## src/core/flash_timing_and_security_cfg_map.vh

```
// register map, field positions, codes and reset values of the flash
// timing and security configuration front end; definitions only
`ifndef FLASH_TIMING_AND_SECURITY_CFG_MAP_VH
`define FLASH_TIMING_AND_SECURITY_CFG_MAP_VH

// ----------------------------------------------------------------
// bus geometry
// ----------------------------------------------------------------
`define FTS_ADDR_W 8
`define FTS_REG_COUNT 5'h10
`define FTS_IDX_LSB 2
`define FTS_IDX_MSB 5
`define FTS_TOP_LSB 6
`define FTS_BYTE_STRB 4'h1

// ----------------------------------------------------------------
// register byte offsets, one aligned word each
// ----------------------------------------------------------------
`define FTS_TIMING_DIV_OFS 8'h00
`define FTS_SECURITY_OPTIONS_OFS 8'h04
`define FTS_KEY_CFG_OFS 8'h08

// ----------------------------------------------------------------
// timing_clock_divider fields
// ----------------------------------------------------------------
`define FTS_DIV_LOADED_BIT 7
`define FTS_PRESCALE_BIT 6
`define FTS_DIV_VALUE_MSB 5
`define FTS_PRESCALE_LAST 3'h7

// ----------------------------------------------------------------
// security_options and key_access_config fields
// ----------------------------------------------------------------
`define FTS_KEY_ENABLE_MSB 7
`define FTS_KEY_ENABLE_LSB 6
`define FTS_SECURITY_MSB 1
`define FTS_SECURITY_LSB 0
`define FTS_KEY_ENABLE_ON 2'h2
`define FTS_SECURITY_SECURED 2'h2
`define FTS_SECURITY_FORCED_OPEN 2'h3
`define FTS_KEY_ACCESS_BIT 5

// ----------------------------------------------------------------
// bus responses and reset values
// ----------------------------------------------------------------
`define FTS_RESP_OKAY 2'h0
`define FTS_RESP_SLVERR 2'h2
`define FTS_RESP_DECERR 2'h3
`define FTS_BYTE_ZERO 8'h00
`define FTS_WORD_ZERO 32'h00000000

`endif
```

## src/core/flash_timing_and_security_cfg.v

```verilog
// flash timing divider, security options and key access gate, with an
// axi4-lite register slave; assumes one 250 mhz clock, a synchronous
// reset, and an option byte that is stable while reset is held.
//
// Local design decisions: the register addresses and the AXI4-Lite interface to the registers.
`timescale 1ns/1ns
`include "flash_timing_and_security_cfg_map.vh"

module flash_timing_and_security_cfg (
    // clock and reset
    input wire sys_clk,
    input wire srst,
    // axi4-lite write address
    input wire awvalid,
    output wire awready,
    input wire [`FTS_ADDR_W-1:0] awaddr,
    input wire [2:0] awprot,
    // axi4-lite write data
    input wire wvalid,
    output wire wready,
    input wire [31:0] wdata,
    input wire [3:0] wstrb,
    // axi4-lite write response
    output reg bvalid,
    input wire bready,
    output reg [1:0] bresp,
    // axi4-lite read address
    input wire arvalid,
    output wire arready,
    input wire [`FTS_ADDR_W-1:0] araddr,
    input wire [2:0] arprot,
    // axi4-lite read data
    output reg rvalid,
    input wire rready,
    output reg [31:0] rdata,
    output reg [1:0] rresp,
    // nonvolatile option byte and unlock event from the key comparator
    input wire [7:0] nvOptionsByte,
    input wire backdoorUnlock,
    // flash array access strobes from the processor side
    input wire arrayWrite,
    input wire arrayRead,
    // towards the command sequencer and key comparator
    output reg commandWriteStart,
    output reg backdoorKeyWrite,
    output wire arrayReadGrant,
    // state seen by the rest of the flash controller
    output reg timingTick,
    output wire backdoorKeyEnable,
    output wire deviceSecured,
    output wire keyWriteAccess
);

    // ----------------------------------------------------------------
    // decode helpers
    // ----------------------------------------------------------------

    // response for an access: outside the 16-word window is a decode error
    function [1:0] accessResp;
        input [`FTS_ADDR_W-1:0] addr;
        input isWrite;
        input [3:0] strb;
        begin
            if (addr[`FTS_ADDR_W-1:`FTS_TOP_LSB] != 2'h0) begin
                accessResp = `FTS_RESP_DECERR;
            end else if (isWrite && strb != `FTS_BYTE_STRB) begin
                accessResp = `FTS_RESP_SLVERR;
            end else begin
                accessResp = `FTS_RESP_OKAY;
            end
        end
    endfunction

    // word-aligned register offset of an address
    function [`FTS_ADDR_W-1:0] wordOfs;
        input [`FTS_ADDR_W-1:0] addr;
        begin
            wordOfs = {addr[`FTS_ADDR_W-1:`FTS_IDX_LSB], 2'h0};
        end
    endfunction

    // ----------------------------------------------------------------
    // state
    // ----------------------------------------------------------------
    reg [7:0] optionsR;
    reg unlockedR;
    reg divLoadedR;
    reg divLockedR;
    reg prescaleR;
    reg [5:0] divValueR;
    reg keyAccessR;
    reg [2:0] preCntR;
    reg [5:0] divCntR;
    reg awHeldR;
    reg wHeldR;
    reg [`FTS_ADDR_W-1:0] awAddrR;
    reg [7:0] wByteR;
    reg [3:0] wStrbR;
    reg [7:0] readByte;
    reg [1:0] securityField;
    wire doWrite;
    wire [1:0] wrResp;
    wire wrOk;
    wire [`FTS_ADDR_W-1:0] wrOfs;
    wire divWrite;
    wire preTick;

    // ----------------------------------------------------------------
    // option decode
    // ----------------------------------------------------------------

    // key access is only meaningful for the single enabled code
    assign backdoorKeyEnable =
        (optionsR[`FTS_KEY_ENABLE_MSB:`FTS_KEY_ENABLE_LSB] == `FTS_KEY_ENABLE_ON);

    // unlock overrides whatever the option byte asked for
    always @* begin
        if (unlockedR) begin
            securityField = `FTS_SECURITY_FORCED_OPEN;
        end else begin
            securityField = optionsR[`FTS_SECURITY_MSB:`FTS_SECURITY_LSB];
        end
    end

    assign deviceSecured = (securityField == `FTS_SECURITY_SECURED);
    assign keyWriteAccess = keyAccessR;

    // ----------------------------------------------------------------
    // write channel handshake
    // ----------------------------------------------------------------

    // each half is taken once and held, so address and data may come in
    // either order; nothing new is taken while a response waits
    assign awready = !awHeldR && !bvalid;
    assign wready = !wHeldR && !bvalid;
    assign doWrite = awHeldR && wHeldR && !bvalid;
    assign wrResp = accessResp(awAddrR, 1'b1, wStrbR);
    assign wrOk = doWrite && (wrResp == `FTS_RESP_OKAY);
    assign wrOfs = wordOfs(awAddrR);
    assign divWrite = wrOk && (wrOfs == `FTS_TIMING_DIV_OFS);

    // capture address and data halves
    always @(posedge sys_clk) begin
        if (srst) begin
            awHeldR <= 1'b0;
            wHeldR <= 1'b0;
            awAddrR <= `FTS_BYTE_ZERO;
            wByteR <= `FTS_BYTE_ZERO;
            wStrbR <= 4'h0;
        end else begin
            if (awvalid && awready) begin
                awHeldR <= 1'b1;
                awAddrR <= awaddr;
            end else if (doWrite) begin
                awHeldR <= 1'b0;
            end
            if (wvalid && wready) begin
                wHeldR <= 1'b1;
                wByteR <= wdata[7:0]; // byte lane 0 carries every register
                wStrbR <= wstrb;
            end else if (doWrite) begin
                wHeldR <= 1'b0;
            end
        end
    end

    // write response, one cycle after both halves are held
    always @(posedge sys_clk) begin
        if (srst) begin
            bvalid <= 1'b0;
            bresp <= `FTS_RESP_OKAY;
        end else if (doWrite) begin
            bvalid <= 1'b1;
            bresp <= wrResp;
        end else if (bready) begin
            bvalid <= 1'b0;
        end
    end

    // ----------------------------------------------------------------
    // options register
    // ----------------------------------------------------------------

    // loaded from the option byte while reset is held; no bus path
    // writes it, and reserved bits are shown as programmed
    // the unlock is sticky: once seen it holds until the next reset,
    // whatever the key comparator does afterwards
    always @(posedge sys_clk) begin
        if (srst) begin
            optionsR <= nvOptionsByte;
            unlockedR <= 1'b0;
        end else if (backdoorUnlock) begin
            unlockedR <= 1'b1;
        end
    end

    // ----------------------------------------------------------------
    // timing divider register
    // ----------------------------------------------------------------

    // a write landing after a lock is dropped; a write with the loaded
    // bit clear locks until reset, one with it set leaves it open
    always @(posedge sys_clk) begin
        if (srst) begin
            divLoadedR <= 1'b0;
            divLockedR <= 1'b0;
            prescaleR <= 1'b0;
            divValueR <= 6'h00;
        end else if (divWrite && !divLockedR) begin
            divLoadedR <= 1'b1;
            divLockedR <= !wByteR[`FTS_DIV_LOADED_BIT];
            prescaleR <= wByteR[`FTS_PRESCALE_BIT];
            divValueR <= wByteR[`FTS_DIV_VALUE_MSB:0];
        end
    end

    // ----------------------------------------------------------------
    // key access configuration register
    // ----------------------------------------------------------------

    // only the access bit is stored; it follows software only while the
    // option byte enables backdoor keys
    always @(posedge sys_clk) begin
        if (srst) begin
            keyAccessR <= 1'b0;
        end else if (wrOk && wrOfs == `FTS_KEY_CFG_OFS && backdoorKeyEnable) begin
            keyAccessR <= wByteR[`FTS_KEY_ACCESS_BIT];
        end
    end

    // ----------------------------------------------------------------
    // timing clock divider
    // ----------------------------------------------------------------

    // at this 250 mhz bus clock even the largest ratio of 512 leaves the
    // timing clock near 490 khz, well above the band the program and erase
    // algorithms need; software is expected to slow the bus clock first,
    // and nothing here refuses a setting outside the band

    // prescaler passes every cycle, or one in eight when selected
    assign preTick = !prescaleR || (preCntR == `FTS_PRESCALE_LAST);

    // ratio is (value + 1) prescaler ticks; held idle until the divider
    // has been written and restarted on every accepted write so that a
    // new ratio never runs a partial old period
    always @(posedge sys_clk) begin
        if (srst || (divWrite && !divLockedR) || !divLoadedR) begin
            preCntR <= 3'h0;
            divCntR <= 6'h00;
            timingTick <= 1'b0;
        end else begin
            preCntR <= preCntR + 3'h1;
            timingTick <= 1'b0;
            if (preTick) begin
                if (divCntR == divValueR) begin
                    divCntR <= 6'h00;
                    timingTick <= 1'b1;
                end else begin
                    divCntR <= divCntR + 6'h01;
                end
            end
        end
    end

    // ----------------------------------------------------------------
    // flash array access steering
    // ----------------------------------------------------------------

    // array writes become either a command start or a key, never both
    always @(posedge sys_clk) begin
        if (srst) begin
            commandWriteStart <= 1'b0;
            backdoorKeyWrite <= 1'b0;
        end else begin
            commandWriteStart <= arrayWrite && !keyAccessR;
            backdoorKeyWrite <= arrayWrite && keyAccessR;
        end
    end

    // reads are not gated by key access at all
    assign arrayReadGrant = arrayRead;

    // ----------------------------------------------------------------
    // read channel
    // ----------------------------------------------------------------

    assign arready = !rvalid;

    // register read mux; unlisted words in the window read zero
    always @* begin
        case (wordOfs(araddr))
            `FTS_TIMING_DIV_OFS: begin
                readByte = {divLoadedR, prescaleR, divValueR};
            end
            `FTS_SECURITY_OPTIONS_OFS: begin
                readByte = {optionsR[7:2], securityField};
            end
            `FTS_KEY_CFG_OFS: begin
                readByte = `FTS_BYTE_ZERO;
                readByte[`FTS_KEY_ACCESS_BIT] = keyAccessR;
            end
            default: begin
                readByte = `FTS_BYTE_ZERO;
            end
        endcase
    end

    // read data one cycle after the address is taken, held until rready
    always @(posedge sys_clk) begin
        if (srst) begin
            rvalid <= 1'b0;
            rdata <= `FTS_WORD_ZERO;
            rresp <= `FTS_RESP_OKAY;
        end else if (arvalid && arready) begin
            rvalid <= 1'b1;
            rresp <= accessResp(araddr, 1'b0, 4'h0);
            if (accessResp(araddr, 1'b0, 4'h0) == `FTS_RESP_OKAY) begin
                rdata <= {24'h000000, readByte};
            end else begin
                rdata <= `FTS_WORD_ZERO;
            end
        end else if (rready) begin
            rvalid <= 1'b0;
        end
    end

endmodule

```

## config.mk

```make
export PLATFORM = sky130hd
export DESIGN_NAME = flash_timing_and_security_cfg
export DESIGN_NICKNAME = d
export VERILOG_FILES = /design/src/core/flash_timing_and_security_cfg.v
export VERILOG_INCLUDE_DIRS = /design/src /design/src/core
export SDC_FILE = /design/constraint.sdc
export NUM_CORES = 1
export LEC_CHECK = 0
export BUFFER_PORTS_ARGS = -buffer_cell sky130_fd_sc_hd__buf_2
export CAP_MARGIN = 20
export CORE_ASPECT_RATIO = 1.2
export CORE_MARGIN = 3
export CORE_UTILIZATION = 42
export DETAILED_ROUTE_END_ITERATION = 6
export HOLD_SLACK_MARGIN = 0.12
export PLACE_DENSITY_LB_ADDON = 0.05
export SLEW_MARGIN = 5
export SYNTH_ARGS = -nofsm -noshare
export SYNTH_HDL_FRONTEND = slang
export SYNTH_SLANG_ARGS = --single-unit
```

## constraint.sdc

```tcl
create_clock -name sys_clk -period 1.6 [get_ports sys_clk]
set_input_delay 0.32 -clock sys_clk [delete_from_list [all_inputs] [get_ports sys_clk]]
set_output_delay 0.32 -clock sys_clk [all_outputs]
set_load 0.05 [all_outputs]
```

==> impl_metrics.tcl, run 1 <==
set metrics [dict create \
    final.min_clock_period_ns 1.701 \
    routed_wl_um 5388 \
    netlist.area_leader.share 0.4139 \
    min_path_type "primary input to flip-flop" \
    cp-start-kind "flip-flop" \
    yosys-top-cells-area "dfxtp_1, edfxtp_1, buf_4, nor2_1, mux2i_1" \
    vias 2079 \
    synth.yosys.seq_area_share 0.5025 \
    clockBufferDepth 2 \
    peakVddDrop_uv 659.8 \
    synth_area_leader_cell "dfxtp_1" \
    synthArstFlopShare 0 \
    slew_headroom 0.6097 \
    finalInstanceArea_um2 3396 \
    leakagePower_nw 1.473 \
    wl_met1_um 2321 \
    finalNonFillerCells 446 \
    syn_area_um2 2709 \
    htree_levels 3 \
    drtPass1Iterations 4 \
    final_hold_viol_count 0 \
    drtAntennaViolNets 0 \
    powerDensity_nw_per_um2 1092 \
    grt_pass1_vias 1862 \
    wl_per_cell_um 12.08 \
    core_area_um2 6128 \
    top_layer "met4" \
    clk_latency_ns 0.34 \
    dp.cells 428 \
    synth_fa_ha_area_frac 0.01386 \
    antenna_cells 0 \
    synth_xor_area_frac 0.03557 \
    num_rows 31 \
    cp-end-kind "flip-flop" \
    arrival_ns 1.91 \
    grt_overflow 0 \
    yosys-top-cells-count "dfxtp_1, nor2_1, nand2_1, buf_4, a21oi_1" \
    die_h_um 93.98 \
    grt_max_degree 55 \
    synthDistinctLibCells 38 \
    fin_nets 438 \
    met2WireLength_um 2617 \
    worst_hold_slack_ns 0.1522 \
    areaGrowthSynthToFinish_pct 25.36 \
    required_ns 1.81 \
    path_clk_slew_ns 0.07 \
    setup_violations 19 \
    synth_compound_area_frac 0.06697 \
    p_total_mw 3.709 \
    drc 0 \
    clock-sinks 64 \
    cts_buffers 9 \
    cts-root-buf "clkbuf_8" \
    final-max-slew-violation-count 0 \
    viasPerCell 4.661 \
    syn_inst 282 \
    drt-initial-drc-count 76 \
    fin_worst_skew_ns 0.005335 \
    synth_top_family_by_area "simple AND/OR/NAND/NOR gates" \
    min_period_over_period 1.063 \
    start_util 0.4420 \
    worst_slack_ns -0.1007 \
    die_x_um 79.31 \
    violations "setup timing" \
    die_area_um2 7453 \
    yosys_warnings 0 \
    synthFlopType "dfxtp_1" \
    run_status "complete, but fails checks" \
    fin_util 0.5541 \
    ys_ff_latch 64 \
    grt_pass1_wl_um 8542 \
    syn_avg_cell_area_um2 9.606 \
    tritoncts "built" \
    muxShareOfSynthArea 0.07621 \
    antenna_found_initial 0 \
    dr_wl_met3_um 338 \
    synth_most_common_cell "dfxtp_1" \
    worst_pin_slew_ns 0.5854 \
    placed_cell_area_um2 3119 \
    place.gp.congestion 0.8314 \
    critPathKind "flip-flop to flip-flop" \
    final_layout_size_suffix_gt1_frac 0.3407 \
    portBuffers 63 \
    ioPinCount 124 \
    dpl_worst_slack_ns -0.1626 \
    dp_hpwl_um 3872 \
    grt_setup_unrepaired "true" \
    worst-path-max-fanout 8 \
    yosys.area_share.simple 0.2005 \
    synth_edf_count 8 \
    final.setup.tns_ns -1.275 \
    max_cap_viol_count 0 \
    grt_usage 0.1493 \
    fmax_mhz 588.0 \
]
[kinds of logic after synthesis]
group	after synthesis
xor+xnor	11
simple gates	108
buf+inv	44
flops	64
compound gates	31
other cells	1
fa+ha+maj	3
mux	20
[repair_timing]
item | 4_1_cts | 5_1_grt
setup buffers | 2 | 0
resized for setup | 4 | 12
pin swaps | 2 | 7
cloned | 1 | 0
setup endpoints to repair | 19 | 26
hold buffers | 0 | 0
[layout make-up]
type                            instances  area (um^2)
Clock buffer                           10        127.6
Clock inverter                          6        83.83
Fill cell                             596         2733
Inverter                                6        22.52
Multi-Input combinational cell        198         1237
Sequential cell                        64         1370
Tap cell                               82        102.6
Timing Repair Buffer                   80        451.7
[layout by cell type, fill, tap and decap left out, drive strengths merged]
cell type	synthesis	layout
dfxtp	56	56
mux2	5	5
xnor2	4	4
nor3b	3	3
xor2	7	7
a21oi	20	20
a31o	1	1
clkinvlp	0	2
clkbuf	6	11
bufinv	0	2
mux2i	15	15
and3	1	1
nor3	10	10
nor4	4	4
nor2b	2	2
or4	1	1
or3b	1	2
nor2	41	41
o21ai	1	1
inv	6	6
ha	3	3
buf	32	79
or4b	2	2
or3	1	1
conb	1	24
nand3b	2	2
and2	3	3
edfxtp	8	8
clkinv	0	2
nand4	4	4
nand2b	3	3
a22oi	8	8
or2	1	1
nand2	29	29
a211oi	1	1
[power by group]
part | internal (mW) | switching [mW]
Clock | 0.869 | 0.602
Combinational | 0.147 | 0.367
Sequential | 1.69 | 0.0327
[path summary, 6_finish.rpt]
| path | from | to | slack, ns | depth (start not counted) |
|---|---|---|---|---|
| worst max-delay path | divLockedR | prescaleR | -0.10 | 5 |
| worst min-delay path | rready | rvalid | 0.15 | 2 |
| worst max register to register | divLockedR | prescaleR | -0.10 | 5 |
| worst min register to register | preCntR[0] | preCntR[0] | 0.42 | 1 |
[metal layers]
layer	global-route usage	up-vias
met5	0	-
met4	0.09026	0
met3	0.03839	10
met2	0.2303	64
met1	0.1857	949
li1	-	1056
[registers in the layout (all words and copies together), names as in the netlist, 2 cells and up]
name	count
awAddrR	6
wByteR	8
bresp	2
rdata	8
wStrbR	4
divValueR	6
preCntR	3
optionsR	8
divCntR	6
[worst max-delay path: stages (launching register included)]
cell and delay, ns:
dfxtp_2 0.32, or4_4 0.54, nor4_4 0.28, buf_6 0.20, mux2i_1 0.18, nor2_1 0.05
Note: power is estimated with default switching activity, not from simulation.
==> run 2: changes to the inputs <==
--- a/config.mk
+++ b/config.mk
@@ -10,7 +10,8 @@
 export CAP_MARGIN = 20
 export CORE_ASPECT_RATIO = 1.2
 export CORE_MARGIN = 3
-export CORE_UTILIZATION = 42
+export CORE_UTILIZATION = 44
+export CTS_BUF_LIST = sky130_fd_sc_hd__clkbuf_4 sky130_fd_sc_hd__clkbuf_8
 export DETAILED_ROUTE_END_ITERATION = 6
 export HOLD_SLACK_MARGIN = 0.12
 export PLACE_DENSITY_LB_ADDON = 0.05
==> run 2 against run 1 <==
  * The flow still finishes with violations (setup timing)
  * Clock-buffer cell count grew 2
  * Worst hold slack gained 0.0094 ns
  * Cell count shrank 0.22%
  * Sequential share of layout area grew 0.14 points
  * First-iteration DRC count grew 6.6%
  * Routed wire length grew 5.5%
  * Global-route usage grew 1.6 points
  * Die area shrank 4.2%
  * Sequential power is essentially flat
  * Clock power shrank 18%
  * Non-clock buffer count grew 1
  * Via count shrank 0.38%
==> impl_metrics.tcl, run 2 (synthesized netlist as in run 1, its figures left out) <==
set metrics [dict create \
    critPathKind "flip-flop to flip-flop" \
    worst_slack_ns -0.1559 \
    worst_pin_slew_ns 0.5969 \
    cts-root-buf "clkbuf_8" \
    grt_pass1_vias 1979 \
    powerDensity_nw_per_um2 1019 \
    setup_violations 19 \
    dpl_worst_slack_ns -0.1514 \
    viasPerCell 4.654 \
    fin_util 0.5811 \
    clock-sinks 64 \
    run_status "complete, but fails checks" \
    vias 2071 \
    final_hold_viol_count 0 \
    num_rows 30 \
    routed_wl_um 5685 \
    regArea_um2 1369 \
    grt_setup_unrepaired "true" \
    portBuffers 63 \
    min_period_over_period 1.097 \
    drt-initial-drc-count 81 \
    start_util 0.4656 \
    path_clk_slew_ns 0.06 \
    tritoncts "built" \
    grt_overflow 0 \
    min_path_type "primary input to flip-flop" \
    violations "setup timing" \
    die_x_um 77.63 \
    clk_latency_ns 0.33 \
    drtAntennaViolNets 0 \
    final_cell_mix "buf_2, dfxtp_1, nor2_1" \
    cp-start-kind "flip-flop" \
    die_area_um2 7138 \
    clockBufferDepth 2 \
    core_area_um2 5818 \
    placed_cell_area_um2 3094 \
    grt_pass1_wl_um 9328 \
    cp-end-kind "flip-flop" \
    slew_headroom 0.6020 \
    cts_buffers 9 \
    multi_input_area_um2 1249 \
    fin_worst_skew_ns 0.005802 \
    fill_cells 526 \
    leakagePower_nw 1.484 \
    final.min_clock_period_ns 1.756 \
    max_cap_viol_count 0 \
    antenna_cells 0 \
    drtPass1Iterations 4 \
    drc 0 \
    peakVddDrop_uv 539.1 \
    grt_usage 0.1650 \
    dp_hpwl_um 3974 \
    reg_top3 "optionsR x8, rdata x8, wByteR x8" \
    place.gp.congestion 0.7737 \
    wl_per_cell_um 12.78 \
    final-max-slew-violation-count 0 \
    antenna_found_initial 0 \
    required_ns 1.80 \
    worst-path-max-fanout 4 \
    final_layout_size_suffix_gt1_frac 0.3479 \
    worst_hold_slack_ns 0.1616 \
    areaGrowthSynthToFinish_pct 24.80 \
    finalInstanceArea_um2 3381 \
    htree_levels 3 \
    fmax_mhz 569.5 \
    grt_max_degree 55 \
    arrival_ns 1.95 \
    ioPinCount 124 \
    die_h_um 91.95 \
    mostFrequentLayoutCell "buf_2" \
    fin_nets 439 \
]
-- run 2: area by class of cell --
cell class / instances / area share
Timing Repair Buffer: 81 / 0.1384
Clock buffer: 12 / 0.04515
Multi-Input combinational cell: 198 / 0.3694
Clock inverter: 4 / 0.005922
Tap cell: 80 / 0.02961
Sequential cell: 64 / 0.4049
Inverter: 6 / 0.006662
-- run 2: metal layers --
| layer | wire, um | global-route usage |
|---|---|---|
| met5 | 0 | 0 |
| met4 | 110 | 0.08012 |
| met3 | 278 | 0.03635 |
| met2 | 2923 | 0.2743 |
| met1 | 2373 | 0.2000 |
-- run 2: repair_timing --
action / CTS / global route
buffers inserted: 3 / 2
gates cloned: 1 / 1
endpoints found under the hold margin: 0 / 0
hold buffers: 0 / 0
pin swaps: 6 / 2
gates resized for setup: 13 / 7
endpoints found under the setup margin: 21 / 27
-- run 2: worst max-delay path, cell delays in order, from the launching register on --
cell	delay, ns
dfxtp_2	0.32
or4_4	0.54
nor4_4	0.32
buf_4	0.22
mux2i_1	0.18
nor2_1	0.05
-- run 2: worst paths after layout --
kind	depth (start not counted)	to	startpoint	slack, ns
max reg2reg	5	divValueR[4]	divLockedR	-0.16
min reg2reg	1	preCntR[0]	preCntR[0]	0.43
max	5	divValueR[4]	divLockedR	-0.16
min	2	rvalid	rready	0.16
-- run 2: power by group --
group          switching [mW]  internal [mW]  total (mW)
Sequential             0.0330           1.69        1.72
Clock                   0.574          0.628        1.20
Combinational           0.369          0.149       0.518
-- run 2: stage by stage --
step                      TNS (ns)  instances  total power [mW]
final                       -2.117        445             3.444
after CTS                   -1.570        442             3.487
after global placement      -1.264        423             2.260
after floorplan            -0.2973        305             2.185
after global routing        -3.588        445             3.609
after detailed placement    -1.498        423             2.264
